===== src/core/membus_consts.svh =====
// timing counts and the word width for the shared-bus memory host
`ifndef MEMBUS_CONSTS_SVH
`define MEMBUS_CONSTS_SVH

`define CLK_PERIOD_NS   40
`define ADDR_SETUP_NS   25
`define ADDR_HOLD_NS    165
`define STROBE_HIGH_NS  200
`define STROBE_LOW_NS   575
`define ACCESS_NS       575
`define OE_DIS_NS       150
`define DATA_SETUP_NS   130
`define DATA_HOLD_NS    50
`define DIV_UP(t)       (((t) + `CLK_PERIOD_NS - 1) / `CLK_PERIOD_NS)
`define ADDR_SETUP_CYC  `DIV_UP(`ADDR_SETUP_NS)
`define ADDR_HOLD_CYC   `DIV_UP(`ADDR_HOLD_NS)
`define STROBE_HIGH_CYC `DIV_UP(`STROBE_HIGH_NS)
`define STROBE_LOW_CYC  `DIV_UP(`STROBE_LOW_NS)
`define ACCESS_CYC      (`DIV_UP(`ACCESS_NS) + 1)
`define OE_DIS_CYC      `DIV_UP(`OE_DIS_NS)
`define DATA_SETUP_CYC  `DIV_UP(`DATA_SETUP_NS)
`define DATA_HOLD_CYC   `DIV_UP(`DATA_HOLD_NS)
`define WORD_W          12

`endif


===== src/core/membus_pkg.sv =====
// types for the shared-bus memory host
package membus_pkg;
  typedef enum logic [2:0] {
    ST_IDLE   = 3'b000,
    ST_ASETUP = 3'b001,
    ST_AHOLD  = 3'b011,
    ST_DATA   = 3'b010,
    ST_DHOLD  = 3'b110,
    ST_RECOV  = 3'b111
  } cyc_state_t;
endpackage : membus_pkg


===== src/core/membus_pins_if.sv =====
// pin-side signals between the sequencer and the bus pin stage
`timescale 1ns/10ps
interface membus_pins_if;
  logic [11:0] word_out;
  logic        word_oe;
  logic [11:0] word_in;
  modport seq  (output word_out, output word_oe, input word_in);
  modport pins (input word_out, input word_oe, output word_in);
endinterface : membus_pins_if


===== src/core/membus_bit_order.sv =====
// maps logical words onto the shared lines, msb on line 0, and syncs the inputs
`timescale 1ns/10ps
module membus_bit_order #(
  parameter int W = 12
) (
  input  wire logic         clk_sys,
  input  wire logic         rst_sync_n,
  membus_pins_if.pins       lg,
  input  wire logic [W-1:0] ad_in,
  output logic      [W-1:0] ad_out,
  output logic      [W-1:0] ad_oe
);
  logic [W-1:0] s1_q;
  logic [W-1:0] s2_q;

  // the pin interface is fixed at twelve lines
  if (W != 12) begin : g_bad_w
    $error("W must match the twelve shared lines");
  end

  // line i carries logical bit W-1-i: line 0 is the msb, line W-1 the lsb
  genvar i;
  generate
    for (i = 0; i < W; i++) begin : g_bit
      assign ad_out[i]      = lg.word_out[W-1-i]; // [RULE2] [RULE3]
      assign ad_oe[i]       = lg.word_oe;
      assign lg.word_in[W-1-i] = s2_q[i];         // [RULE2] [RULE3]
    end
  endgenerate

  always_ff @(posedge clk_sys or negedge rst_sync_n) begin
    if (!rst_sync_n) begin
      s1_q <= '0;
      s2_q <= '0;
    end else begin
      s1_q <= ad_in;
      s2_q <= s1_q;
    end
  end
endmodule : membus_bit_order


===== src/core/membus_host.sv =====
// host sequencer driving a multiplexed 12-bit static memory board
// Function
// (RULE1) strobe falling edge latches address, starts cycle
// (RULE2) line zero carries word msb
// (RULE3) line eleven carries word lsb
// (RULE4) direction high reads, low writes
// (RULE5) board answers only while select held low
// (RULE6) three controls plus twelve shared lines
// (RULE7) twelve-bit words, 4096 or 2048 deep
// (RULE8) read drives word out, write stores word
`timescale 1ns/10ps
`include "membus_consts.svh"
module membus_host #(
  parameter int ADDR_W = 12
) (
  input  wire logic              clk_sys,
  input  wire logic              rst_n,
  input  wire logic              req_valid,
  output logic                   req_ready,
  input  wire logic              req_write,
  input  wire logic [ADDR_W-1:0] req_addr,
  input  wire logic [11:0]       req_wdata,
  output logic                   rsp_valid,
  output logic      [11:0]       rsp_rdata,
  output logic                   cycle_strobe_n,
  output logic                   read_not_write,
  output logic                   board_select_n,
  input  wire logic [11:0]       ad_in,
  output logic      [11:0]       ad_out,
  output logic      [11:0]       ad_oe
);
  // ----------------------------------------
  // parameter check
  // ----------------------------------------
  // 11 bits reach a 2048-word board, 12 bits a 4096-word one
  if (ADDR_W < 11 || ADDR_W > `WORD_W) begin : g_bad_addr_w
    $error("ADDR_W must cover 2048 or 4096 words on a 12-bit bus"); // [RULE7]
  end

  // ----------------------------------------
  // reset release
  // ----------------------------------------
  logic rst_s1_q;
  logic rst_sync_n;
  always_ff @(posedge clk_sys or negedge rst_n) begin
    if (!rst_n) begin
      rst_s1_q   <= 1'b0;
      rst_sync_n <= 1'b0;
    end else begin
      rst_s1_q   <= 1'b1;
      rst_sync_n <= rst_s1_q;
    end
  end

  // ----------------------------------------
  // pin stage
  // ----------------------------------------
  membus_pins_if pins ();
  membus_bit_order #(.W(`WORD_W)) u_order (
    .clk_sys    (clk_sys),
    .rst_sync_n (rst_sync_n),
    .lg         (pins.pins),
    .ad_in      (ad_in),
    .ad_out     (ad_out),
    .ad_oe      (ad_oe)
  );

  // ----------------------------------------
  // cycle sequencer
  // ----------------------------------------
  // one down-counter times every phase, reloaded on each state change except the return to idle
  membus_pkg::cyc_state_t state_q;
  logic [4:0]  cnt_q;
  logic        write_q;
  logic [11:0] addr_q;
  logic [11:0] wdata_q;
  logic [11:0] word_q;
  logic        oe_q;
  logic        strobe_n_q;
  logic        sel_n_q;
  logic        rnw_q;
  logic        rsp_q;
  logic [11:0] rdata_q;

  wire cnt_done = (cnt_q == 5'h00);
  assign req_ready = (state_q == membus_pkg::ST_IDLE);

  always_ff @(posedge clk_sys or negedge rst_sync_n) begin
    if (!rst_sync_n) begin
      state_q <= membus_pkg::ST_IDLE;
      cnt_q   <= 5'h00;
      write_q <= 1'b0;
      addr_q  <= 12'h000;
      wdata_q <= 12'h000;
    end else begin
      if (!cnt_done)
        cnt_q <= cnt_q - 5'h01;
      unique case (state_q)
        membus_pkg::ST_IDLE: begin
          if (req_valid) begin
            write_q <= req_write;
            // narrower address fills the low bits of the word
            addr_q  <= 12'(req_addr);
            wdata_q <= req_wdata;
            cnt_q   <= 5'(`ADDR_SETUP_CYC - 1);
            state_q <= membus_pkg::ST_ASETUP;
          end
        end
        membus_pkg::ST_ASETUP: begin
          if (cnt_done) begin
            cnt_q   <= 5'(`ADDR_HOLD_CYC - 1);
            state_q <= membus_pkg::ST_AHOLD;
          end
        end
        membus_pkg::ST_AHOLD: begin
          if (cnt_done) begin
            // remainder of the low pulse; reads also wait for access time
            // reads add the synchroniser's cycles so the sampled word is older than the access time
            cnt_q   <= write_q ? 5'(`STROBE_LOW_CYC - `ADDR_HOLD_CYC - 1)
                               : 5'(`ACCESS_CYC - `ADDR_HOLD_CYC);
            state_q <= membus_pkg::ST_DATA;
          end
        end
        membus_pkg::ST_DATA: begin
          if (cnt_done) begin
            cnt_q   <= write_q ? 5'(`DATA_HOLD_CYC - 1) : 5'(`OE_DIS_CYC - 1);
            state_q <= membus_pkg::ST_DHOLD;
          end
        end
        membus_pkg::ST_DHOLD: begin
          if (cnt_done) begin
            cnt_q   <= 5'(`STROBE_HIGH_CYC - 1);
            state_q <= membus_pkg::ST_RECOV;
          end
        end
        membus_pkg::ST_RECOV: begin
          if (cnt_done)
            state_q <= membus_pkg::ST_IDLE;
        end
        default: state_q <= membus_pkg::ST_IDLE;
      endcase
    end
  end

  // ----------------------------------------
  // pin controls
  // ----------------------------------------
  always_ff @(posedge clk_sys or negedge rst_sync_n) begin
    if (!rst_sync_n) begin
      strobe_n_q <= 1'b1;
      sel_n_q    <= 1'b1;
      rnw_q      <= 1'b1;
      oe_q       <= 1'b0;
      word_q     <= 12'h000;
    end else begin
      unique case (state_q)
        membus_pkg::ST_IDLE: begin
          // select, direction and address go out a cycle ahead of the strobe
          strobe_n_q <= 1'b1;
          sel_n_q    <= ~req_valid;                 // [RULE5]
          rnw_q      <= req_valid ? ~req_write : 1'b1; // [RULE4]
          oe_q       <= req_valid;                  // address put out before the strobe
          word_q     <= req_valid ? 12'(req_addr) : 12'h000;
        end
        membus_pkg::ST_ASETUP: begin
          if (cnt_done)
            strobe_n_q <= 1'b0;                     // [RULE1]
        end
        membus_pkg::ST_AHOLD: begin
          if (cnt_done) begin
            // write: swap to data; read: release the lines to the board
            oe_q   <= write_q;                      // [RULE8]
            word_q <= write_q ? wdata_q : addr_q;
          end
        end
        membus_pkg::ST_DATA: begin
          if (cnt_done)
            strobe_n_q <= 1'b1;                     // write stored on the rising strobe
        end
        membus_pkg::ST_DHOLD: begin
          if (cnt_done) begin
            oe_q    <= 1'b0;
            sel_n_q <= 1'b1;
          end
        end
        membus_pkg::ST_RECOV: begin
          rnw_q <= 1'b1;
        end
        default: oe_q <= 1'b0;
      endcase
    end
  end

  // ----------------------------------------
  // read capture
  // ----------------------------------------
  always_ff @(posedge clk_sys or negedge rst_sync_n) begin
    if (!rst_sync_n) begin
      rsp_q   <= 1'b0;
      rdata_q <= 12'h000;
    end else begin
      rsp_q <= 1'b0;
      // the synchroniser adds two cycles, hence the longer access count for reads
      if (state_q == membus_pkg::ST_DATA && cnt_done) begin
        rsp_q <= 1'b1;
        if (!write_q)
          rdata_q <= pins.word_in;                  // [RULE8]
      end
    end
  end

  // ----------------------------------------
  // output wiring
  // ----------------------------------------
  assign pins.word_out  = word_q;
  assign pins.word_oe   = oe_q;
  assign cycle_strobe_n = strobe_n_q;
  assign board_select_n = sel_n_q;
  assign read_not_write = rnw_q;
  assign rsp_valid      = rsp_q;
  assign rsp_rdata      = rdata_q;
endmodule : membus_host


===== config.mk =====
export PLATFORM = sky130hd
export DESIGN_NAME = membus_host
export DESIGN_NICKNAME = d
export VERILOG_FILES = /design/src/core/membus_pkg.sv /design/src/core/membus_pins_if.sv /design/src/core/membus_bit_order.sv /design/src/core/membus_host.sv
export VERILOG_INCLUDE_DIRS = /design/src /design/src/core
export SDC_FILE = /design/constraint.sdc
export NUM_CORES = 1
export LEC_CHECK = 0
export ABC_CLOCK_PERIOD_IN_PS = 2800
export BUFFER_PORTS_ARGS = -buffer_cell sky130_fd_sc_hd__buf_2
export CORE_ASPECT_RATIO = 1.1
export CORE_MARGIN = 2
export CORE_UTILIZATION = 49
export CTS_CLUSTER_DIAMETER = 80
export DETAILED_ROUTE_END_ITERATION = 12
export PLACE_DENSITY = 0.76
export SLEW_MARGIN = 5
export SYNTH_ARGS = -nofsm -noshare
export SYNTH_HDL_FRONTEND = slang
export SYNTH_SLANG_ARGS = --single-unit

===== constraint.sdc =====
create_clock -name clk_sys -period 2.8 [get_ports clk_sys]
set_input_delay 0.28 -clock clk_sys [delete_from_list [all_inputs] [get_ports clk_sys]]
set_output_delay 0.28 -clock clk_sys [all_outputs]
set_load 0.02 [all_outputs]

== Word-level counts from Yosys, hierarchy flattened ==
Index checks and enable logic that the tools add are counted.

* Bits in registers: 88

* Bitwise operators: 4
* Mux-type cells: 28
* Reductions and logical operators: 16
* Add/subtract/negate cells: 1
* Eq/ne operators: 11

{| class="wikitable"
|+ Operator list
! operator !! count
|-
| 12-bit two-way mux || 3
|-
| 5-bit two-way mux || 5
|-
| 12-bit one-hot mux with 2 select lines || 1
|-
| 5-bit one-hot mux with 4 select lines || 1
|-
| 3-bit two-way mux || 6
|-
| 3-bit one-hot mux with 6 select lines || 1
|-
| 2-bit inequality test (second input constant) || 6
|-
| 2-bit AND reduction || 4
|-
| 3-bit by 2-bit equality test with 1-bit output (second input constant) || 2
|-
| 3-bit equality test (second input constant) || 2
|-
| 3-bit AND reduction || 2
|-
| 6-bit AND reduction || 1
|-
| 2-bit nonzero test || 3
|-
| 5-bit zero test || 1
|-
| 1-bit two-way mux || 5
|-
| 5-bit by 1-bit subtractor with 5-bit output (second input constant) || 1
|-
| 2-bit two-way mux || 2
|-
| 1-bit inverter || 4
|-
| 1-bit one-hot mux with 2 select lines || 2
|-
| 1-bit one-hot mux with 4 select lines || 1
|-
| 3-bit by 1-bit equality test with 1-bit output (second input constant) || 1
|-
| 3-bit zero test || 1
|-
| 1-bit one-hot mux with 3 select lines || 1
|-
| 3-bit nonzero test || 1
|-
| other kinds (3) || 3
|}

== Logic depth before layout (Yosys ltp) ==
* Depth after elaboration: 4
* Gate-level depth with buffers: 10
* Gate-level depth less buffers: 8

== By module ==
A second synthesis with hierarchy kept.

* Cell total of the unflattened synthesis: 293
* Area total of the unflattened synthesis: 3741.1 µm²

{| class="wikitable"
|+ Modules (own cells, without submodules)
! module !! times used !! area each (µm²) !! cells an instance
|-
| membus_host || 1 || 2960.3 || 245
|-
| membus_bit_order || 1 || 780.7 || 48
|}

== Worst setup path after synthesis ==
Ideal clock, no wire load.

* Path kind: flip-flop to flip-flop
* Start: reg cnt_q[0]
* End: reg cnt_q[0]
* Stages on the path, launching flop included: 11
* Path buffers: 2
* Arrival time: 1830 ps
* Setup time: 132 ps
* Setup slack: 838 ps
* Cells stage by stage: dfrtp_1 -> inv_1 -> ha_1 -> nor4b_2 -> buf_4 -> inv_2 -> buf_2 -> ha_1 -> and3b_1 -> o21ai_0 -> o211ai_1

* Cells in the longest elaborated chain, start to end: 4
* Elaborated cells on any way between the ends: 8
* Those cells by class: 1 x add/sub; 6 x mux; 1 x reduce/logical

{| class="wikitable"
|+ Ends and longest elaborated chain
! what !! RTL line !! text
|-
| from (decl) || membus_host.sv:73 || <nowiki>logic [4:0] cnt_q;</nowiki>
|-
| from (signal assigned) || membus_host.sv:97 || <nowiki>cnt_q <= cnt_q - 5'h01;</nowiki>
|-
| from (signal assigned) || membus_host.sv:105 || <nowiki>cnt_q <= 5'(`ADDR_SETUP_CYC - 1);</nowiki>
|-
| from (signal assigned) || membus_host.sv:111 || <nowiki>cnt_q <= 5'(`ADDR_HOLD_CYC - 1);</nowiki>
|-
| 5-bit by 1-bit subtractor with 5-bit output / 5-bit zero test (equally long branches) || membus_host.sv:97, membus_host.sv:85 ||
|-
| 5-bit two-way mux || membus_host.sv:96 || <nowiki>if (!cnt_done)</nowiki>
|-
| 5-bit two-way mux (on tied branches) || -- ||
|-
| 5-bit one-hot mux with 4 select lines (*) || membus_host.sv:98 || <nowiki>unique case (state_q)</nowiki>
|}

Mark *: on every way between the ends. The rest lies on a longest branch, timed or not.
A chain may end at the register's enable or synchronous reset.

== Worst setup path after layout ==
* Start: reg cnt_q[0]
* End: reg word_q[8] (netlist: pins.word_out[8])

* Cells in the longest elaborated chain, start to end: 3

{| class="wikitable"
|+ Ends and longest elaborated chain
! what !! RTL line !! text
|-
| 5-bit zero test || membus_host.sv:85 || <nowiki>wire cnt_done = (cnt_q == 5'h00);</nowiki>
|-
| 2-bit inequality test (no source line) || -- ||
|-
| 2-bit AND reduction (no source line) || -- ||
|-
| to (signal assigned) || membus_host.sv:163 || <nowiki>word_q <= req_valid ? 12'(req_addr) : 12'h000;</nowiki>
|-
| to (signal assigned) || membus_host.sv:173 || <nowiki>word_q <= write_q ? wdata_q : addr_q;</nowiki>
|-
| to (decl) || membus_host.sv:77 || <nowiki>logic [11:0] word_q;</nowiki>
|}

No other way between the ends.

==> impl_metrics.ini <==
[setup_path]
reg2reg_depth = 6
end_kind = register
r2r_end = pins.word_out[8]
path_cells = inv_1 -> ha_1 -> nor4b_4 -> buf_4 -> and2_1 -> o311a_1
critPathKind = reg2reg
reg2reg_slack_ns = 0.79
crit_family = simple AND/OR/NAND/NOR gates
critPathArrivalTime_ns = 2.31
required_ns = 3.09
path_depth = 6
critPathBufInv = 2
worst_path_max_delay_cell = and2_1
r2r-start = cnt_q[0]
critPathMaxFanout = 19
startpoint = cnt_q[0]
max_stage_delay_ns = 0.50
cp-start-kind = register
worstSetupEndpoint = pins.word_out[8]

[floorplan]
fp.coreArea_um2 = 7390
initial_utilization_pct = 50.2
io_pins = 81
dieWidth_um = 87.0
die_h_um = 95.3
die_area_um2 = 8290
rows = 33

[job]
cap_violations = 0

[timing]
timing.fmax_mhz = 496
layout_min_cycle_time_ns = 2.01
holdWs_ns = 0.0191
slew_headroom_pct = 28.7
clock_skew_ns = 0.0151
slew_violations = 0
timing.final.crit_share_pct = 71.9
grt_setup_unrepaired = false
setup_slack_ns = 0.786
final-setup-viol-count = 0
hold_violations = 0
tns_ns = 0
worst_pin_slew_ns = 1.07

[final_layout]
antennaDiodeCount = 0
drive_gt1_share_pct = 41.7
final_nets = 398
area_delta_synth_final_pct = 17.1

[clocking]
cts_resized = 0
htree_num_levels = 3
numCtsBuffers = 9
clkLatencyLatePin_ns = 0.36
clkSinkCount = 88
clockBufferDepth = 2
cts.reportedPaths.clkPinSlew_ns = 0.10
cts_root_buf = clkbuf_8
cts_tree = done

[power]
p_seq_share_pct = 42.9
totalPowerFinal_w = 0.00504
leakagePower_nw = 2.06
ir_drop_mv = 0.514
power_switching_w = 0.00195
p_per_area_nw_per_um2 = 1160
p_int_w = 0.00309
p_sw_share_pct = 38.7
p_clk_share_pct = 16.7
pwr-share-comb_pct = 40.4

[route]
routedWlPerCell_um = 15.9
dr.pass1.iters = 4
wirelength_mm = 7.11
drtIter0Drc = 109
drc = 0
vias = 2460
vias_per_cell = 5.50
antenna_left = 0

[synthesis]
yosys_most_used_dff = dfrtp_1
synthDistinctLibCells = 44
ys_ff_latch = 88
syn_nets = 324
syn_area_um2 = 3710
syn_avg_cell_area_um2 = 13.2
synth-async-reset-ratio_pct = 100
ys_warn_count = 0
syn_inst = 281
ys_seq_area_share_pct = 59.4
synth_edf_count = 0

[hold_path]
hold_class = in2reg

[place]
globalplace.congestion = 0.801
place_ws_ns = 0.817
port_buffers = 80
dp_hpwl_mm = 4.74

[outcome]
status = completed

[global_routing]
grt_pass1_wl_mm = 11.4
overflow = 0
grt_usage_pct = 18.1
antenna_found_initial = 0
grt_max_degree = 87
first_global_vias = 2394
## worst min path at each step
stage                         from  cells past startpoint         endpoint  slack (ns)
after CTS                 ad_in[7]                      1  u_order.s1_q[7]       0.003
after detailed placement     rst_n                      1         rst_s1_q        0.07
after floorplan              rst_n                      0         rst_s1_q       -0.02
after global routing      ad_in[3]                      1  u_order.s1_q[3]       0.002
after global placement       rst_n                      1         rst_s1_q        0.06
final                     ad_in[5]                      1  u_order.s1_q[5]        0.02
## sequential cells by signal, indices dropped and copies added (netlist names)
signal          cells
u_order.s1_q       12
write_q             1
u_order.s2_q       12
rst_sync_n          1
state_q             3
pins.word_out      12
cnt_q               5
addr_q             12
oe_q                1
cycle_strobe_n      1
wdata_q            12
board_select_n      1
rsp_valid           1
read_not_write      1
rsp_rdata          12
rst_s1_q            1
## cell families after synthesis
kind of cell	after synthesis	share of synthesized area, %
other	1	0.101
AO/OA/AOI/OAI	37	7.85
AND/OR/NAND/NOR	64	8.86
multiplexers	49	16.3
XOR/XNOR	2	0.472
adder cells (fa/ha/maj)	3	1.01
buffers and inverters	37	6.03
flip-flops	88	59.4
## what timing repair did
item	in CTS	in global routing
hold buffers	5	1
endpoints found under the hold margin	6	1
setup buffers	0	0
## per-layer routing
layer	vias to the layer above	track usage (%)	share of wire, %
met1	1254	23.6	43
li1	1128	-	-
met5	-	0	0
met3	11	4.07	4.3
met2	67	28.9	50
met4	0	8.20	2.0
## power groups by stage
stage	Clock (W)	Sequential (W)	Combinational, W
detailed placement	0	0.00218	0.00204
floorplan	0	0.00225	0.00149
global route	0.000912	0.00224	0.00221
finish	0.000844	0.00216	0.00204
global placement	0	0.00217	0.00197
CTS	0.000869	0.00216	0.00205
## cells in the mapped netlist (2+ instances only)
| library cell | n | area share, % |
|---|---|---|
| o211ai_1 | 2 | 0.40 |
| inv_1 | 5 | 0.51 |
| buf_6 | 3 | 0.91 |
| nand3_1 | 17 | 2.3 |
| and3b_1 | 2 | 0.47 |
| o311a_1 | 13 | 3.5 |
| ha_1 | 3 | 1.0 |
| nand2_1 | 29 | 2.9 |
| buf_2 | 8 | 1.1 |
| clkbuf_1 | 6 | 0.61 |
| nor3_1 | 2 | 0.27 |
| a21oi_1 | 6 | 0.81 |
| and2_1 | 2 | 0.34 |
| nand2b_1 | 2 | 0.34 |
| buf_4 | 14 | 2.8 |
| mux2_2 | 19 | 5.8 |
| mux2_4 | 18 | 7.3 |
| mux2i_1 | 12 | 3.2 |
| o21ai_0 | 4 | 0.54 |
| dfrtp_1 | 85 | 57 |
| dfstp_2 | 3 | 2.1 |
| nor2_1 | 4 | 0.40 |
## final cells by class
type	count	area, um2
fill	601	3040
clock inverter	7	72.6
tap	87	109
timing repair buffer	94	520
multi-input combinational	156	1290
clock buffer	9	124
inverter	6	22.5
sequential	88	2210
## per-stage QoR
step           utilization [%]  cells  area (um2)
3_5_place_dp              55.4    425        4090
6_report                  58.9    447        4350
3_3_place_gp              55.4    425        4090
4_1_cts                   58.7    446        4340
2_1_floorplan                -    281        3710
5_1_grt                   58.9    447        4350
## cells in the final DEF, fill, tap and decap left out, drive strengths merged, types with 3 or more instances in the layout
master	netlist	layout
a21oi	6	6
nand3	17	17
clkbuf	6	9
o21ai	4	4
mux2	37	37
o311a	13	13
dfstp	3	3
dlygate4sd3	0	6
buf	25	88
nor2	4	4
mux2i	12	12
dfrtp	85	85
nor3	3	3
inv	6	10
nand2	29	29
ha	3	3
Power figures use the tool's default switching activity.
